File: config.mk
export PLATFORM = sky130hd
export DESIGN_NAME = twslv_top
export DESIGN_NICKNAME = d
export VERILOG_FILES = /design/src/rtl/twslv_pkg.sv /design/src/rtl/twslv_top.sv
export SDC_FILE = /design/constraint.sdc
export NUM_CORES = 1
export LEC_CHECK = 0
export ABC_AREA = 1
export BUFFER_PORTS_ARGS = -buffer_cell sky130_fd_sc_hd__buf_2
export CORE_UTILIZATION = 53
export CTS_CLUSTER_SIZE = 25
export DETAILED_ROUTE_END_ITERATION = 10
export PLACE_DENSITY = 0.9
export SKIP_LAST_GASP = 1
export SLEW_MARGIN = 20
export SYNTH_ARGS = -nofsm -noshare
export SYNTH_HDL_FRONTEND = slang
export SYNTH_SLANG_ARGS = --single-unit
File: constraint.sdc
create_clock -name pclk -period 1.74 [get_ports pclk]
set_input_delay 0.087 -clock pclk [delete_from_list [all_inputs] [get_ports pclk]]
set_output_delay 0.087 -clock pclk [all_outputs]
set_load 0.005 [all_outputs]
File: src/rtl/twslv_pkg.sv
/*
  shared constants, types and register map of the two-wire slave receiver.
  assumes a 32-bit apb master and an external open-drain bus resolver.
*/
package twslv_pkg;

  // ****************************************
  // register map and fields
  // ****************************************
  localparam int             ADDR_W       = 12;
  localparam logic [11:0]    OFF_OWN      = 12'h000;
  localparam logic [11:0]    OFF_CTRL     = 12'h004;
  localparam logic [11:0]    OFF_STAT     = 12'h008;
  localparam logic [11:0]    OFF_DATA     = 12'h00C;
  localparam int             CB_FLAG      = 7;
  localparam int             CB_ACK       = 6;
  localparam int             CB_STA       = 5;
  localparam int             CB_STO       = 4;
  localparam int             CB_WC        = 3;
  localparam int             CB_EN        = 2;
  localparam int             CB_IE        = 0;
  localparam int             OB_GCE       = 0;
  localparam logic [7:0]     RST_BYTE     = 8'h00;
  localparam logic [6:0]     GC_ADDR      = 7'h00;
  localparam logic [3:0]     BYTE_BITS    = 4'h8;

  // ****************************************
  // status codes, prescaler bits read zero
  // ****************************************
  localparam logic [7:0]     ST_OWN       = 8'h60;
  localparam logic [7:0]     ST_ARB_OWN   = 8'h68;
  localparam logic [7:0]     ST_GC        = 8'h70;
  localparam logic [7:0]     ST_ARB_GC    = 8'h78;
  localparam logic [7:0]     ST_D_ACK     = 8'h80;
  localparam logic [7:0]     ST_D_NACK    = 8'h88;
  localparam logic [7:0]     ST_GD_ACK    = 8'h90;
  localparam logic [7:0]     ST_GD_NACK   = 8'h98;
  localparam logic [7:0]     ST_NONE      = 8'hF8;

  typedef enum logic [2:0] {
    S_IDLE     = 3'b000,
    S_ADDR     = 3'b001,
    S_ADDR_ACK = 3'b011,
    S_WAIT     = 3'b010,
    S_DATA     = 3'b110,
    S_DATA_ACK = 3'b111
  } twslv_state_t;

  typedef struct packed {
    logic              psel;
    logic              penable;
    logic              pwrite;
    logic [11:0]       paddr;
    logic [31:0]       pwdata;
  } twslv_apb_req_t;

  typedef struct packed {
    logic              pready;
    logic [31:0]       prdata;
    logic              pslverr;
  } twslv_apb_rsp_t;

  typedef struct packed {
    logic              scl_o;
    logic              scl_oe;
    logic              sda_o;
    logic              sda_oe;
  } twslv_pin_t;

endpackage

File: src/rtl/twslv_top.sv
/*
  two-wire slave receiver with apb register slave.
  assumes scl and sda are resolved outside from the enables (low when any
  enable is high) and that the bus clock is far slower than pclk.
*/
// The register addresses and the APB slave port were chosen for this implementation.
`timescale 1ns/10ps
`default_nettype none

// Summary of operation
// - answer own seven-bit address from upper bits
// - low bit enables general call answer
// - write direction selects receive, read leaves
// - own write address sets flag and status
// - arbitration loss then addressed gives 0x68/0x78
// - ack enable cleared gives nack next byte
// - ack enable zero: no address ack
// - setting ack enable resumes recognition anytime
// - in sleep still match address via bus
// - sleep match wakes, holds clock until cleared
// - data register may miss byte in sleep
// - own address acked reports 0x60
// - general call acked reports 0x70
// - after clear receive next byte, ack per enable
// - acked own-address data byte reports 0x80
// - nacked own-address data byte reports 0x88
// - after 0x88 clear, back to unaddressed
module twslv_top (
  // clock and reset
  input  wire logic                      pclk,
  input  wire logic                      presetn,
  // apb slave
  input  wire twslv_pkg::twslv_apb_req_t apb_req,
  output var  twslv_pkg::twslv_apb_rsp_t apb_rsp,
  // two-wire bus pins
  input  wire logic                      scl_i,
  input  wire logic                      sda_i,
  output var  twslv_pkg::twslv_pin_t     pins,
  // master part and power manager
  input  wire logic                      arb_lost,
  input  wire logic                      sleep_mode,
  output logic                           wake_req
);
  import twslv_pkg::*;

  // ****************************************
  // pin synchronisers and bus events
  // ****************************************
  logic [2:0] scl_sync_q;
  logic [2:0] sda_sync_q;

  always_ff @(posedge pclk or negedge presetn) begin
    if (!presetn) begin
      scl_sync_q <= 3'h7;
      sda_sync_q <= 3'h7;
    end else begin
      scl_sync_q <= {scl_sync_q[1:0], scl_i};
      sda_sync_q <= {sda_sync_q[1:0], sda_i};
    end
  end

  logic scl_rise;
  logic scl_fall;
  logic bus_start;
  logic bus_stop;
  assign scl_rise  = scl_sync_q[1] & ~scl_sync_q[2];
  assign scl_fall  = ~scl_sync_q[1] & scl_sync_q[2];
  assign bus_start = scl_sync_q[1] & scl_sync_q[2] & ~sda_sync_q[1] & sda_sync_q[2];
  assign bus_stop  = scl_sync_q[1] & scl_sync_q[2] & sda_sync_q[1] & ~sda_sync_q[2];

  // ****************************************
  // apb slave, one wait state
  // ****************************************
  function automatic logic [2:0] reg_sel(input logic [11:0] a);
    if (a == OFF_OWN) begin
      reg_sel = 3'h4;
    end else if (a == OFF_CTRL) begin
      reg_sel = 3'h5;
    end else if (a == OFF_STAT) begin
      reg_sel = 3'h6;
    end else if (a == OFF_DATA) begin
      reg_sel = 3'h7;
    end else begin
      reg_sel = 3'h0;
    end
  endfunction

  logic         pready_q;
  logic [31:0]  prdata_q;
  logic         pslverr_q;
  logic [7:0]   own_address_reg_q;
  logic         ack_enable_q;
  logic         start_request_q;
  logic         stop_request_q;
  logic         interface_enable_q;
  logic         interrupt_enable_q;
  logic         service_flag_q;
  logic         write_collision_flag_q;
  logic [7:0]   status_reg_q;
  logic [7:0]   data_reg_q;
  logic         bus_wr;
  logic [2:0]   wsel;
  logic [7:0]   ctrl_rd;

  assign bus_wr  = apb_req.psel & apb_req.penable & pready_q & apb_req.pwrite;
  assign wsel    = reg_sel(apb_req.paddr);
  assign ctrl_rd = {service_flag_q, ack_enable_q, start_request_q, stop_request_q,
                    write_collision_flag_q, interface_enable_q, 1'b0, interrupt_enable_q};

  always_ff @(posedge pclk or negedge presetn) begin
    if (!presetn) begin
      pready_q  <= 1'b0;
      prdata_q  <= 32'h0000_0000;
      pslverr_q <= 1'b0;
    end else begin
      pready_q  <= apb_req.psel & apb_req.penable & ~pready_q;
      pslverr_q <= apb_req.psel & apb_req.penable & ~pready_q & ~wsel[2];
      prdata_q  <= 32'h0000_0000;
      if (apb_req.psel & apb_req.penable & ~pready_q & ~apb_req.pwrite) begin
        case (wsel)
          3'h4: prdata_q <= {24'h00_0000, own_address_reg_q};
          3'h5: prdata_q <= {24'h00_0000, ctrl_rd};
          // prescaler bits kept at zero so codes compare directly
          3'h6: prdata_q <= {24'h00_0000, status_reg_q};
          3'h7: prdata_q <= {24'h00_0000, data_reg_q};
          default: prdata_q <= 32'h0000_0000;
        endcase
      end
    end
  end

  // ****************************************
  // configuration registers
  // ****************************************
  always_ff @(posedge pclk or negedge presetn) begin
    if (!presetn) begin
      own_address_reg_q  <= RST_BYTE;
      ack_enable_q       <= 1'b0;
      start_request_q    <= 1'b0;
      stop_request_q     <= 1'b0;
      interface_enable_q <= 1'b0;
      interrupt_enable_q <= 1'b0;
    end else if (bus_wr) begin
      if (wsel == 3'h4) begin
        own_address_reg_q <= apb_req.pwdata[7:0];
      end else if (wsel == 3'h5) begin
        // software sets enable and ack, clears start and stop
        ack_enable_q       <= apb_req.pwdata[CB_ACK];
        start_request_q    <= apb_req.pwdata[CB_STA];
        stop_request_q     <= apb_req.pwdata[CB_STO];
        interface_enable_q <= apb_req.pwdata[CB_EN];
        interrupt_enable_q <= apb_req.pwdata[CB_IE];
      end
    end
  end

  logic svc_clr;
  logic data_wr;
  assign svc_clr = bus_wr & (wsel == 3'h5) & apb_req.pwdata[CB_FLAG];
  assign data_wr = bus_wr & (wsel == 3'h7);

  // ****************************************
  // address match
  // ****************************************
  logic [7:0] shift_q;
  logic       is_own;
  logic       is_gc;
  logic       addr_hit;
  // write direction only; a read request belongs to the transmit side
  assign is_own   = (shift_q[7:1] == own_address_reg_q[7:1]) & ~shift_q[0];
  assign is_gc    = (shift_q[7:1] == GC_ADDR) & ~shift_q[0] & own_address_reg_q[OB_GCE];
  // ack enable is read live, so recognition returns the moment it is set
  assign addr_hit = (is_own | is_gc) & ack_enable_q;

  // ****************************************
  // receive state machine
  // ****************************************
  twslv_state_t state_q;
  logic [3:0]   bits_q;
  logic         ack_q;
  logic         gc_q;
  logic         arb_q;
  logic         sda_oe_q;
  logic         scl_oe_q;
  logic         wake_q;

  always_ff @(posedge pclk or negedge presetn) begin
    if (!presetn) begin
      arb_q <= 1'b0;
    end else if (arb_lost) begin
      arb_q <= 1'b1;
    end else if (bus_stop | (state_q == S_WAIT)) begin
      arb_q <= 1'b0;
    end
  end

  always_ff @(posedge pclk or negedge presetn) begin
    if (!presetn) begin
      state_q  <= S_IDLE;
      bits_q   <= 4'h0;
      shift_q  <= RST_BYTE;
      ack_q    <= 1'b0;
      gc_q     <= 1'b0;
      sda_oe_q <= 1'b0;
      scl_oe_q <= 1'b0;
    end else if (!interface_enable_q) begin
      state_q  <= S_IDLE;
      sda_oe_q <= 1'b0;
      scl_oe_q <= 1'b0;
    end else if (state_q == S_WAIT) begin
      if (svc_clr) begin
        scl_oe_q <= 1'b0;
        bits_q   <= 4'h0;
        // after a nack the slave drops out of the transfer
        // the stop bit of the clearing write itself decides, not the stored one
        if (!ack_q || apb_req.pwdata[CB_STO]) begin
          state_q <= S_IDLE;
        end else begin
          state_q <= S_DATA;
        end
      end
    end else if (bus_start) begin
      state_q  <= S_ADDR;
      bits_q   <= 4'h0;
      sda_oe_q <= 1'b0;
    end else if (bus_stop) begin
      state_q  <= S_IDLE;
      sda_oe_q <= 1'b0;
    end else begin
      if (scl_rise && (state_q == S_ADDR || state_q == S_DATA) && bits_q != BYTE_BITS) begin
        shift_q <= {shift_q[6:0], sda_sync_q[1]};
        bits_q  <= bits_q + 4'h1;
      end
      if (scl_fall) begin
        case (state_q)
          S_ADDR: begin
            if (bits_q == BYTE_BITS) begin
              // match runs in sleep too, off the bus clock edges
              if (addr_hit) begin
                state_q  <= S_ADDR_ACK;
                sda_oe_q <= 1'b1;
                gc_q     <= ~is_own;
                ack_q    <= 1'b1;
              end else begin
                state_q <= S_IDLE;
              end
            end
          end
          S_DATA: begin
            if (bits_q == BYTE_BITS) begin
              state_q  <= S_DATA_ACK;
              sda_oe_q <= ack_enable_q;
              ack_q    <= ack_enable_q;
            end
          end
          S_ADDR_ACK, S_DATA_ACK: begin
            state_q  <= S_WAIT;
            sda_oe_q <= 1'b0;
            scl_oe_q <= 1'b1;
          end
          default: state_q <= state_q;
        endcase
      end
    end
  end

  // ****************************************
  // service flag, status and data
  // ****************************************
  logic flag_set;
  assign flag_set = interface_enable_q & scl_fall & ~bus_start & ~bus_stop &
                    (state_q == S_ADDR_ACK || state_q == S_DATA_ACK);

  always_ff @(posedge pclk or negedge presetn) begin
    if (!presetn) begin
      service_flag_q <= 1'b0;
      status_reg_q   <= ST_NONE;
    end else if (flag_set) begin
      // set beats a clear in the same cycle
      service_flag_q <= 1'b1;
      if (state_q == S_ADDR_ACK) begin
        if (gc_q) begin
          status_reg_q <= arb_q ? ST_ARB_GC : ST_GC;
        end else begin
          status_reg_q <= arb_q ? ST_ARB_OWN : ST_OWN;
        end
      end else if (gc_q) begin
        status_reg_q <= ack_q ? ST_GD_ACK : ST_GD_NACK;
      end else begin
        status_reg_q <= ack_q ? ST_D_ACK : ST_D_NACK;
      end
    end else if (svc_clr) begin
      service_flag_q <= 1'b0;
      status_reg_q   <= ST_NONE;
    end
  end

  always_ff @(posedge pclk or negedge presetn) begin
    if (!presetn) begin
      data_reg_q             <= RST_BYTE;
      write_collision_flag_q <= 1'b0;
    end else if (flag_set && state_q == S_DATA_ACK && !sleep_mode) begin
      // a byte caught while asleep is not kept
      data_reg_q <= shift_q;
    end else if (data_wr) begin
      write_collision_flag_q <= ~service_flag_q;
      if (service_flag_q) begin
        data_reg_q <= apb_req.pwdata[7:0];
      end
    end
  end

  // long start-up keeps scl low the whole time; nothing here bounds it
  always_ff @(posedge pclk or negedge presetn) begin
    if (!presetn) begin
      wake_q <= 1'b0;
    end else if (flag_set && state_q == S_ADDR_ACK && sleep_mode) begin
      wake_q <= 1'b1;
    end else if (svc_clr) begin
      wake_q <= 1'b0;
    end
  end

  // ****************************************
  // outputs
  // ****************************************
  assign apb_rsp.pready  = pready_q;
  assign apb_rsp.prdata  = prdata_q;
  assign apb_rsp.pslverr = pslverr_q;
  assign pins.scl_o      = 1'b0;
  assign pins.sda_o      = 1'b0;
  assign pins.scl_oe     = scl_oe_q;
  assign pins.sda_oe     = sda_oe_q;
  assign wake_req        = wake_q;

  // ****************************************
  // assertions
  // ****************************************
  a_flag_holds_scl: assert property (@(posedge pclk) disable iff (!presetn)
    service_flag_q && state_q == S_WAIT |-> scl_oe_q)
    else $error("clock line released while flag set");

  a_own_status: assert property (@(posedge pclk) disable iff (!presetn)
    flag_set && state_q == S_ADDR_ACK && !gc_q && !arb_q |=> status_reg_q == 8'h60 && service_flag_q)
    else $error("own address status wrong");

  a_gc_status: assert property (@(posedge pclk) disable iff (!presetn)
    flag_set && state_q == S_ADDR_ACK && gc_q && !arb_q |=> status_reg_q == 8'h70)
    else $error("general call status wrong");

  a_arb_status: assert property (@(posedge pclk) disable iff (!presetn)
    flag_set && state_q == S_ADDR_ACK && arb_q |=> status_reg_q == (gc_q ? 8'h78 : 8'h68))
    else $error("arbitration status wrong");

  a_addr_ack_gate: assert property (@(posedge pclk) disable iff (!presetn)
    $rose(state_q == S_ADDR_ACK) |-> $past(ack_enable_q) && sda_oe_q)
    else $error("address acked without ack enable");

  a_data_ack_lvl: assert property (@(posedge pclk) disable iff (!presetn)
    state_q == S_DATA_ACK |-> sda_oe_q == ack_q)
    else $error("data ack level wrong");

  a_data_status: assert property (@(posedge pclk) disable iff (!presetn)
    flag_set && state_q == S_DATA_ACK && !gc_q |=> status_reg_q == ($past(ack_q) ? 8'h80 : 8'h88))
    else $error("data status wrong");

  a_nack_exit: assert property (@(posedge pclk) disable iff (!presetn)
    state_q == S_WAIT && status_reg_q == 8'h88 && svc_clr && interface_enable_q |=> state_q == S_IDLE)
    else $error("no return to unaddressed after nack");

  a_resume_data: assert property (@(posedge pclk) disable iff (!presetn)
    state_q == S_WAIT && ack_q && !apb_req.pwdata[CB_STO] && svc_clr && interface_enable_q
    |=> state_q == S_DATA && !scl_oe_q)
    else $error("next byte not started after clear");

  a_sleep_wake: assert property (@(posedge pclk) disable iff (!presetn)
    flag_set && state_q == S_ADDR_ACK && sleep_mode |=> wake_req && scl_oe_q)
    else $error("no wake after sleep match");

endmodule

`default_nettype wire

==> out/qor.txt, run 1 <==
Number of max-slew violations in the final report - 0
Peak Freq - 579 MHz
Seq pwr share - 0.533
Transition time at the pin with the least slew margin - 0.524 ns
Top-area cell type share of the netlist area - 0.382
Commonest non-fill, non-tap cell in the layout - sky130_fd_sc_hd__nand2_1
Number of global-route vias before repair - 2,977
Count of buffers from port buffering - 41
Number of nets with antenna violations after routing - 0
Die Width - 83.7 microns
Maximum clock insertion buffer count - 2
Number of antenna cells inserted - 0
DIE AREA - 7000 sq um
Remaining max-slew budget at the tightest pin - 0.651
RSZ-0062 raised after global routing - yes
Starting density of the core - 0.553
Static power due to leakage - 0.00218 uW
CP top delay family - flip-flops
Number of iterations in the first detailed-routing pass - 5
Die H - 83.7 microns
Grt ovf - 0
Power per standard cell area - 689 nW/um^2
Peak per-stage delay on the critical path - 0.54 ns
Last weighted congestion value of the routability-driven placer - 0.931
Top cells by area in the synthesized netlist - sky130_fd_sc_hd__dfrtp_1, sky130_fd_sc_hd__nand2_1, sky130_fd_sc_hd__inv_1
DRC violation count after routing - 0
Number of antenna violations at the first check in global routing - 0
Critical path buffer and inverter count - 4
Number of distinct library cells after synthesis - 41
Total half-perimeter wirelength after legalization and detailed placement - 5790 microns
Cell count after synthesis - 434
Critical Setup Path Class - register to register
Cell type of the slowest stage on the worst timing path - sky130_fd_sc_hd__dfstp_2
Cells along the critical path - inv_2, nor2_2, inv_2, nor3_4, nand2_2, nor2_4, clkinv_4, buf_6, o221ai_1
Average size of a mapped cell - 8.14 sq um
Clk_lat worst skew - 0.35 ns
Wirelength per Cell - 14.0 microns
Setup TNS Final - 0 ns
CTS sink cnt - 64
Clock root buffer master - sky130_fd_sc_hd__clkbuf_8
Cell count after placement - 556
Peak supply drop - 0.000582 V
Kind of end point of the critical path - register
Maximum number of pins on one net before global-route repair - 33
Ys Warns - 0
Wire length of the first global-routing pass - 13,400 microns
CP dominant cell by count - sky130_fd_sc_hd__inv_2
Final WL - 8240 microns
Final Hold Fails - 0
Fin nets - 560
Number of enable flip-flop cells after synthesis - 0
Final core utilization - 0.651
Endpoint arrival time on the critical path - 1.98 ns
Inserted Clock Buffers - 9
Clk_skew - 0.00685 ns
Library cell with the largest summed area after synthesis - sky130_fd_sc_hd__dfrtp_1
Status - completed
Main flop type after synthesis - sky130_fd_sc_hd__dfrtp_1
Crit path max fanout - 7
Clock share of power - 0.410
Average vias per placed instance - 5.33
Post-layout power - 2870 uW
Worst hold slack - 0.0192 ns
Setup violation total in the final timing report - 0
TritonCTS clock tree - yes
Worst Path Required - 1.99 ns
# rows - 29
Ports - 92
Count of state elements after synthesis - 64
Async S/R FF share, synth - 1.00
Number of maximum-capacitance violations - 0
Core Area - 6390 sq um
Post-CTS clock slew at the launch and capture registers of the worst setup and hold paths - 0.06 ns
Number of non-filler instances in the completed layout - 587
Final period utilization - 0.993
Sequential fraction of the synthesis area - 0.457
Global routing usage summed across all routing layers - 0.244
Vias after detailed routing - 3,127
Final worst path period need - 1.73 ns
Most frequent cells in the layout - sky130_fd_sc_hd__nand2_1, sky130_fd_sc_hd__inv_1, sky130_fd_sc_hd__dfrtp_1, sky130_fd_sc_hd__buf_2, sky130_fd_sc_hd__nor2_1
Fraction of layout cells with a size suffix above 1 - 0.269
Hold WC Path Type - primary input to register
Kind of start point of the critical path - register
Logic pwr share - 0.057
Combined area of all synthesized cells - 3530 sq um
Switching power - 650 uW
DRT iter0 DRCs - 346
Layout-stage area growth over the synthesis result - 17.6%
H-tree depth reported by CTS - 3
Design internal power - 2220 uW
Sw Share - 0.227
-- layout make-up --
type                            count  area (sq um)
Inverter                           82           313
Tap cell                           77          96.3
Timing Repair Buffer               68           464
Multi-Input combinational cell    280          1490
Sequential cell                    64          1620
Fill cell                         496          2230
Clock buffer                       16           180
-- power by group through the flow --
stage	combinational, uW	sequential (uW)	clock [uW]
after floorplan	105	1550	0
after detailed placement	147	1550	0
after global placement	141	1550	0
after CTS	158	1530	1180
final	164	1530	1170
after global routing	185	1530	1250
-- worst paths after layout --
| check | start | endpoint | slack [ns] | cells after the start |
|---|---|---|---|---|
| worst min-delay path | apb_req[3] | own_address_reg_q[3] | 0.02 | 3 |
| max in group asynchronous | presetn | sda_sync_q[0] | 0.87 | 3 |
| worst max-delay path | scl_sync_q[2] | data_reg_q[1] | 0.01 | 9 |
| worst max register to register | scl_sync_q[2] | data_reg_q[1] | 0.01 | 9 |
| worst min register to register | sda_sync_q[0] | sda_sync_q[1] | 0.36 | 0 |
| min in group asynchronous | presetn | ack_q | 0.25 | 2 |
-- synth_stat cells (2+ instances only) --
cell / instances
sky130_fd_sc_hd__nor3_1: 4
sky130_fd_sc_hd__nand2_2: 6
sky130_fd_sc_hd__dfstp_2: 10
sky130_fd_sc_hd__ha_1: 2
sky130_fd_sc_hd__dfrtp_1: 54
sky130_fd_sc_hd__o21ai_0: 22
sky130_fd_sc_hd__nor2_1: 37
sky130_fd_sc_hd__a22oi_1: 2
sky130_fd_sc_hd__or2_1: 2
sky130_fd_sc_hd__buf_4: 30
sky130_fd_sc_hd__nand3_1: 14
sky130_fd_sc_hd__nand3_4: 2
sky130_fd_sc_hd__o221ai_1: 8
sky130_fd_sc_hd__o31ai_1: 2
sky130_fd_sc_hd__nand2_1: 92
sky130_fd_sc_hd__buf_6: 2
sky130_fd_sc_hd__o22ai_1: 12
sky130_fd_sc_hd__a21oi_1: 9
sky130_fd_sc_hd__inv_2: 5
sky130_fd_sc_hd__nand4_1: 4
sky130_fd_sc_hd__inv_1: 77
sky130_fd_sc_hd__nor2_4: 5
sky130_fd_sc_hd__o21ai_2: 8
sky130_fd_sc_hd__nor2_2: 4
sky130_fd_sc_hd__o21ai_1: 5
-- routing by layer --
layer	part of all wire	GRT usage
met2	0.49	0.405
met4	0.029	0.119
met3	0.086	0.0554
met1	0.40	0.300
met5	0	0
-- through the flow --
| step | area (sq um) | setup WS (ns) |
|---|---|---|
| 6_report | 4160 | 0.0116 |
| 2_1_floorplan | 3630 | 0.133 |
| 5_1_grt | 4160 | -0.0983 |
| 4_1_cts | 4040 | 0.0374 |
| 3_3_place_gp | 3800 | 0.115 |
| 3_5_place_dp | 3800 | 0.0426 |
-- worst reg2reg max path, delay by kind of cell, from the launching register on --
kind | cells | cell delay, ns
compound gates | 1 | 0.18
simple gates | 4 | 0.53
flops | 1 | 0.54
buf+inv | 4 | 0.39
-- flip-flops by register name, summed over array words and instances (netlist names), 3 cells and up --
signal / flops
shift_q: 8
sda_sync_q: 3
prdata_q: 8
bits_q: 4
status_reg_q: 4
data_reg_q: 8
state_q: 3
scl_sync_q: 3
own_address_reg_q: 8
-- cells by family (layout without fill, tap and decap cells) --
group | count (synthesis) | after routing | share of synthesized area
and+or+nand+nor | 176 | 177 | 0.234
adders and majority gates | 2 | 2 | 0.00708
other | 1 | 26 | 0.00106
AOI/OAI and AO/OA | 75 | 75 | 0.138
DFF | 64 | 64 | 0.457
buffers and inverters | 116 | 166 | 0.163
-- repair_timing --
item                                    4_1_cts  5_1_grt
setup buffers                                 0        8
resized for setup                             0       23
endpoints found under the setup margin        0       20
hold endpoints to repair                     22        0
hold buffers                                  6        0
Note: power is estimated with default switching activity, not from simulation.
==> run 2: changes to the inputs <==
--- a/config.mk
+++ b/config.mk
@@ -5,7 +5,7 @@
 export SDC_FILE = /design/constraint.sdc
 export NUM_CORES = 1
 export LEC_CHECK = 0
-export ABC_AREA = 1
+export ABC_AREA = 0
 export BUFFER_PORTS_ARGS = -buffer_cell sky130_fd_sc_hd__buf_2
 export CORE_UTILIZATION = 53
 export CTS_CLUSTER_SIZE = 25
==> out/qor.txt, run 2 <==
Worst setup slack before clock tree synthesis - -0.357 ns (-0.400 ns)
Global routing usage summed across all routing layers - 0.258 (+0.0145)
Combinational family with the most area after synthesis - simple AND/OR/NAND/NOR gates
Crit path max fanout - 10 (+3)
Post-CTS clock slew at the launch and capture registers of the worst setup and hold paths - 0.07 ns (about the same)
Cell count after synthesis - 318 (-27%)
Most frequent cells after synthesis - sky130_fd_sc_hd__dfrtp_1, sky130_fd_sc_hd__buf_4, sky130_fd_sc_hd__nor2_1, sky130_fd_sc_hd__a21oi_1, sky130_fd_sc_hd__nand2_1
Final period utilization - 1.07 (+0.0752)
Clk_lat worst skew - 0.36 ns (about the same)
Starting density of the core - 0.547 (-0.00590)
Violations in the final reports - setup timing
Fraction of layout cells with a size suffix above 1 - 0.455 (+0.186)
Adder-cell area share of the yosys netlist - 0.00720 (+0.000117)
Vias after detailed routing - 3,076 (-1.6%)
Simple-Gate Fraction of Synth Area - 0.176 (-0.0588)
H-tree depth reported by CTS - 3 (unchanged)
Cell count after placement - 466 (-16%)
Number of distinct library cells after synthesis - 57 (+39%)
End of the worst register-to-register path - bits_q[1]
Ports - 92 (unchanged)
Ys Warns - 0 (unchanged)
Async S/R FF share, synth - 1.00 (unchanged)
Proportion of synthesized area in mux cells - 0.134 (+0.134)
Maximum number of pins on one net before global-route repair - 65 (+97%)
Core Area - 6350 sq um (-0.57%)
Setup violation total in the final timing report - 23 (+23)
Kind of end point of the critical path - register
Setup TNS Final - -1.50 ns (-1.50 ns)
Number of max-slew violations in the final report - 0 (unchanged)
Die Width - 83.0 microns (-0.80%)
Xor/xnor share of the synthesized area - 0.0202 (+0.0202)
Global Route met1 Usage - 0.316 (+0.0157)
Area taken by multi-input logic gates - 1850 sq um (+25%)
Final worst path period need - 1.86 ns (+0.131 ns)
Power per standard cell area - 1130 nW/um^2 (+64%)
Wire length of the first global-routing pass - 13,900 microns (+3.3%)
Clk_skew - 0.0127 ns (+0.00585 ns)
Worst Path Required - 1.97 ns (-0.02 ns)
Global routing met3 resource utilization - 0.0567 (+0.00127)
Sequential fraction of the synthesis area - 0.464 (+0.00756)
Global-route met2 utilization - 0.425 (+0.0197)
Layout-stage area growth over the synthesis result - 32.2%
Combined area of all synthesized cells - 3480 sq um (-1.6%)
Static power due to leakage - 0.00217 uW (-0.58%)
Die H - 83.0 microns (-0.80%)
Inserted Clock Buffers - 9 (unchanged)
# rows - 29 (unchanged)
Average size of a mapped cell - 10.9 sq um (+34%)
Number of cell instances on the worst register-to-register path - 9 (unchanged)
Maximum clock insertion buffer count - 2 (unchanged)
Top-count cell post-synth - sky130_fd_sc_hd__dfrtp_1
Worst Setup Slack, final - -0.119 ns (-0.131 ns)
Critical R2R Launch - scl_sync_q[2]
Complex-gate fraction of the synthesized area - 0.105 (-0.0323)
Total non-filler cell area in the finished layout - 4590 sq um (+11%)
Main flop type after synthesis - sky130_fd_sc_hd__dfrtp_1
Total of fill cells in the finished design - 384 (-23%)
Number of global-route vias before repair - 2,924 (-1.8%)
RSZ-0062 raised after global routing - yes
Critical Setup Path Class - register to register
Last weighted congestion value of the routability-driven placer - 0.939 (+0.86%)
Total half-perimeter wirelength after legalization and detailed placement - 5750 microns (-0.76%)
Number of enable flip-flop cells after synthesis - 0 (unchanged)
Average vias per placed instance - 6.06 (+14%)
Setup slack on the worst flop-to-flop path - -0.12 ns (-0.13 ns)
Count of state elements after synthesis - 64 (unchanged)
Final WL - 9400 microns (+14%)
DIE AREA - 6890 sq um (-1.6%)
Library cell with the largest summed area after synthesis - sky130_fd_sc_hd__dfrtp_1
Fin nets - 481 (-14%)
Kind of start point of the critical path - register
DRT iter0 DRCs - 394 (+14%)
Top cells by area in the synthesized netlist - sky130_fd_sc_hd__dfrtp_1, sky130_fd_sc_hd__dfstp_2, sky130_fd_sc_hd__buf_4
Most frequent cells in the layout - sky130_fd_sc_hd__dfrtp_1, sky130_fd_sc_hd__buf_4, sky130_fd_sc_hd__buf_2, sky130_fd_sc_hd__conb_1, sky130_fd_sc_hd__nor2_1
Peak supply drop - 0.000703 V (+21%)
Layer with the highest usage after global routing - met2
Wirelength per Cell - 18.5 microns (+32%)
Number of antenna violations at the first check in global routing - 0 (unchanged)
Number of nets with antenna violations after routing - 0 (unchanged)
Number of maximum-capacitance violations - 0 (unchanged)
Termination of the worst setup path - bits_q[1]
Grt ovf - 0 (unchanged)
Hold WC Path Type - primary input to register
Placed Area - 3970 sq um (+4.5%)
Endpoint arrival time on the critical path - 2.09 ns (+0.11 ns)
Status - complete, but fails checks
TritonCTS clock tree - yes
Final Hold Fails - 0 (unchanged)
Clock root buffer master - sky130_fd_sc_hd__clkbuf_8
Number of non-filler instances in the completed layout - 508 (-13%)
DRC violation count after routing - 0 (unchanged)
CTS sink cnt - 64 (unchanged)
Startpoint of the lowest-slack hold path - apb_req[0]
Number of antenna cells inserted - 0 (unchanged)
Crit path from - scl_sync_q[2]
Commonest non-fill, non-tap cell in the layout - sky130_fd_sc_hd__dfrtp_1
Peak Freq - 538 MHz (-7.0%)
Footprint of the flip-flops and latches - 1620 sq um (-0.15%)
Top-area cell type share of the netlist area - 0.389 (+0.00633)
Count of buffers from port buffering - 41 (unchanged)
Number of iterations in the first detailed-routing pass - 5 (unchanged)
-- run 2: critical path, stage by stage, from the launching register on --
cell                       delay (ns)
sky130_fd_sc_hd__dfstp_2         0.56
sky130_fd_sc_hd__buf_4           0.12
sky130_fd_sc_hd__nand2_1         0.10
sky130_fd_sc_hd__o211ai_1        0.30
sky130_fd_sc_hd__buf_4           0.18
sky130_fd_sc_hd__nor2_4          0.04
sky130_fd_sc_hd__buf_12          0.14
sky130_fd_sc_hd__buf_4           0.13
sky130_fd_sc_hd__nand2_1         0.06
sky130_fd_sc_hd__o21ai_0         0.09
-- run 2: cell type report --
cell class                 count  area share
timing repair buffer         111       0.179
inverter                       8     0.00654
tap                           77      0.0210
sequential                    64       0.352
clock buffer                  16      0.0392
multi-input combinational    232       0.403
-- run 2: repair_timing --
action,4_1_cts,5_1_grt
pin swaps,3,12
resized for setup,17,33
setup buffers,5,10
endpoints found under the setup margin,29,41
gates cloned,0,3
hold buffers,9,0
endpoints found under the hold margin,63,0
-- run 2: worst min-delay path by stage --
stage                                       to  slack (ns)  cells after the start
final                     own_address_reg_q[0]        0.02                      2
after global routing      own_address_reg_q[0]        0.02                      2
after CTS                         ack_enable_q        0.02                      3
after detailed placement              scl_oe_q        0.13                      2
after global placement                   arb_q        0.12                      2
after floorplan                   ack_enable_q       -0.21                      0
-- run 2: cells by family after synthesis --
family / after synthesis
adders and majority gates: 2
AOI/OAI and AO/OA: 55
xor gates and xnor gates: 8
DFF: 64
and+or+nand+nor: 103
other: 1
buffers and inverters: 50
muxes: 35
-- run 2: layer usage --
| layer | routed length (microns) | share of wire | vias to the layer above |
|---|---|---|---|
| met5 | 0 | 0 | - |
| met4 | 435 | 0.046 | 0 |
| met3 | 775 | 0.082 | 54 |
| met2 | 4590 | 0.49 | 202 |
| met1 | 3600 | 0.38 | 1509 |
| li1 | - | - | 1311 |
-- run 2: where the power goes --
| group | leakage, uW | internal [uW] | switching [uW] | total, uW |
|---|---|---|---|---|
| clock | 0.0000910 | 638 | 586 | 1220 |
| combinational | 0.00127 | 965 | 1010 | 1970 |
| sequential | 0.000803 | 1780 | 213 | 1990 |
-- run 2: through the flow --
step	power (uW)	utilization	hold slack [ns]
floorplan	2910	-	-0.209
global placement	3400	0.625	0.121
detailed placement	3480	0.625	0.127
CTS	4830	0.687	0.0200
global route	5410	0.724	0.0152
finish	5190	0.724	0.0168
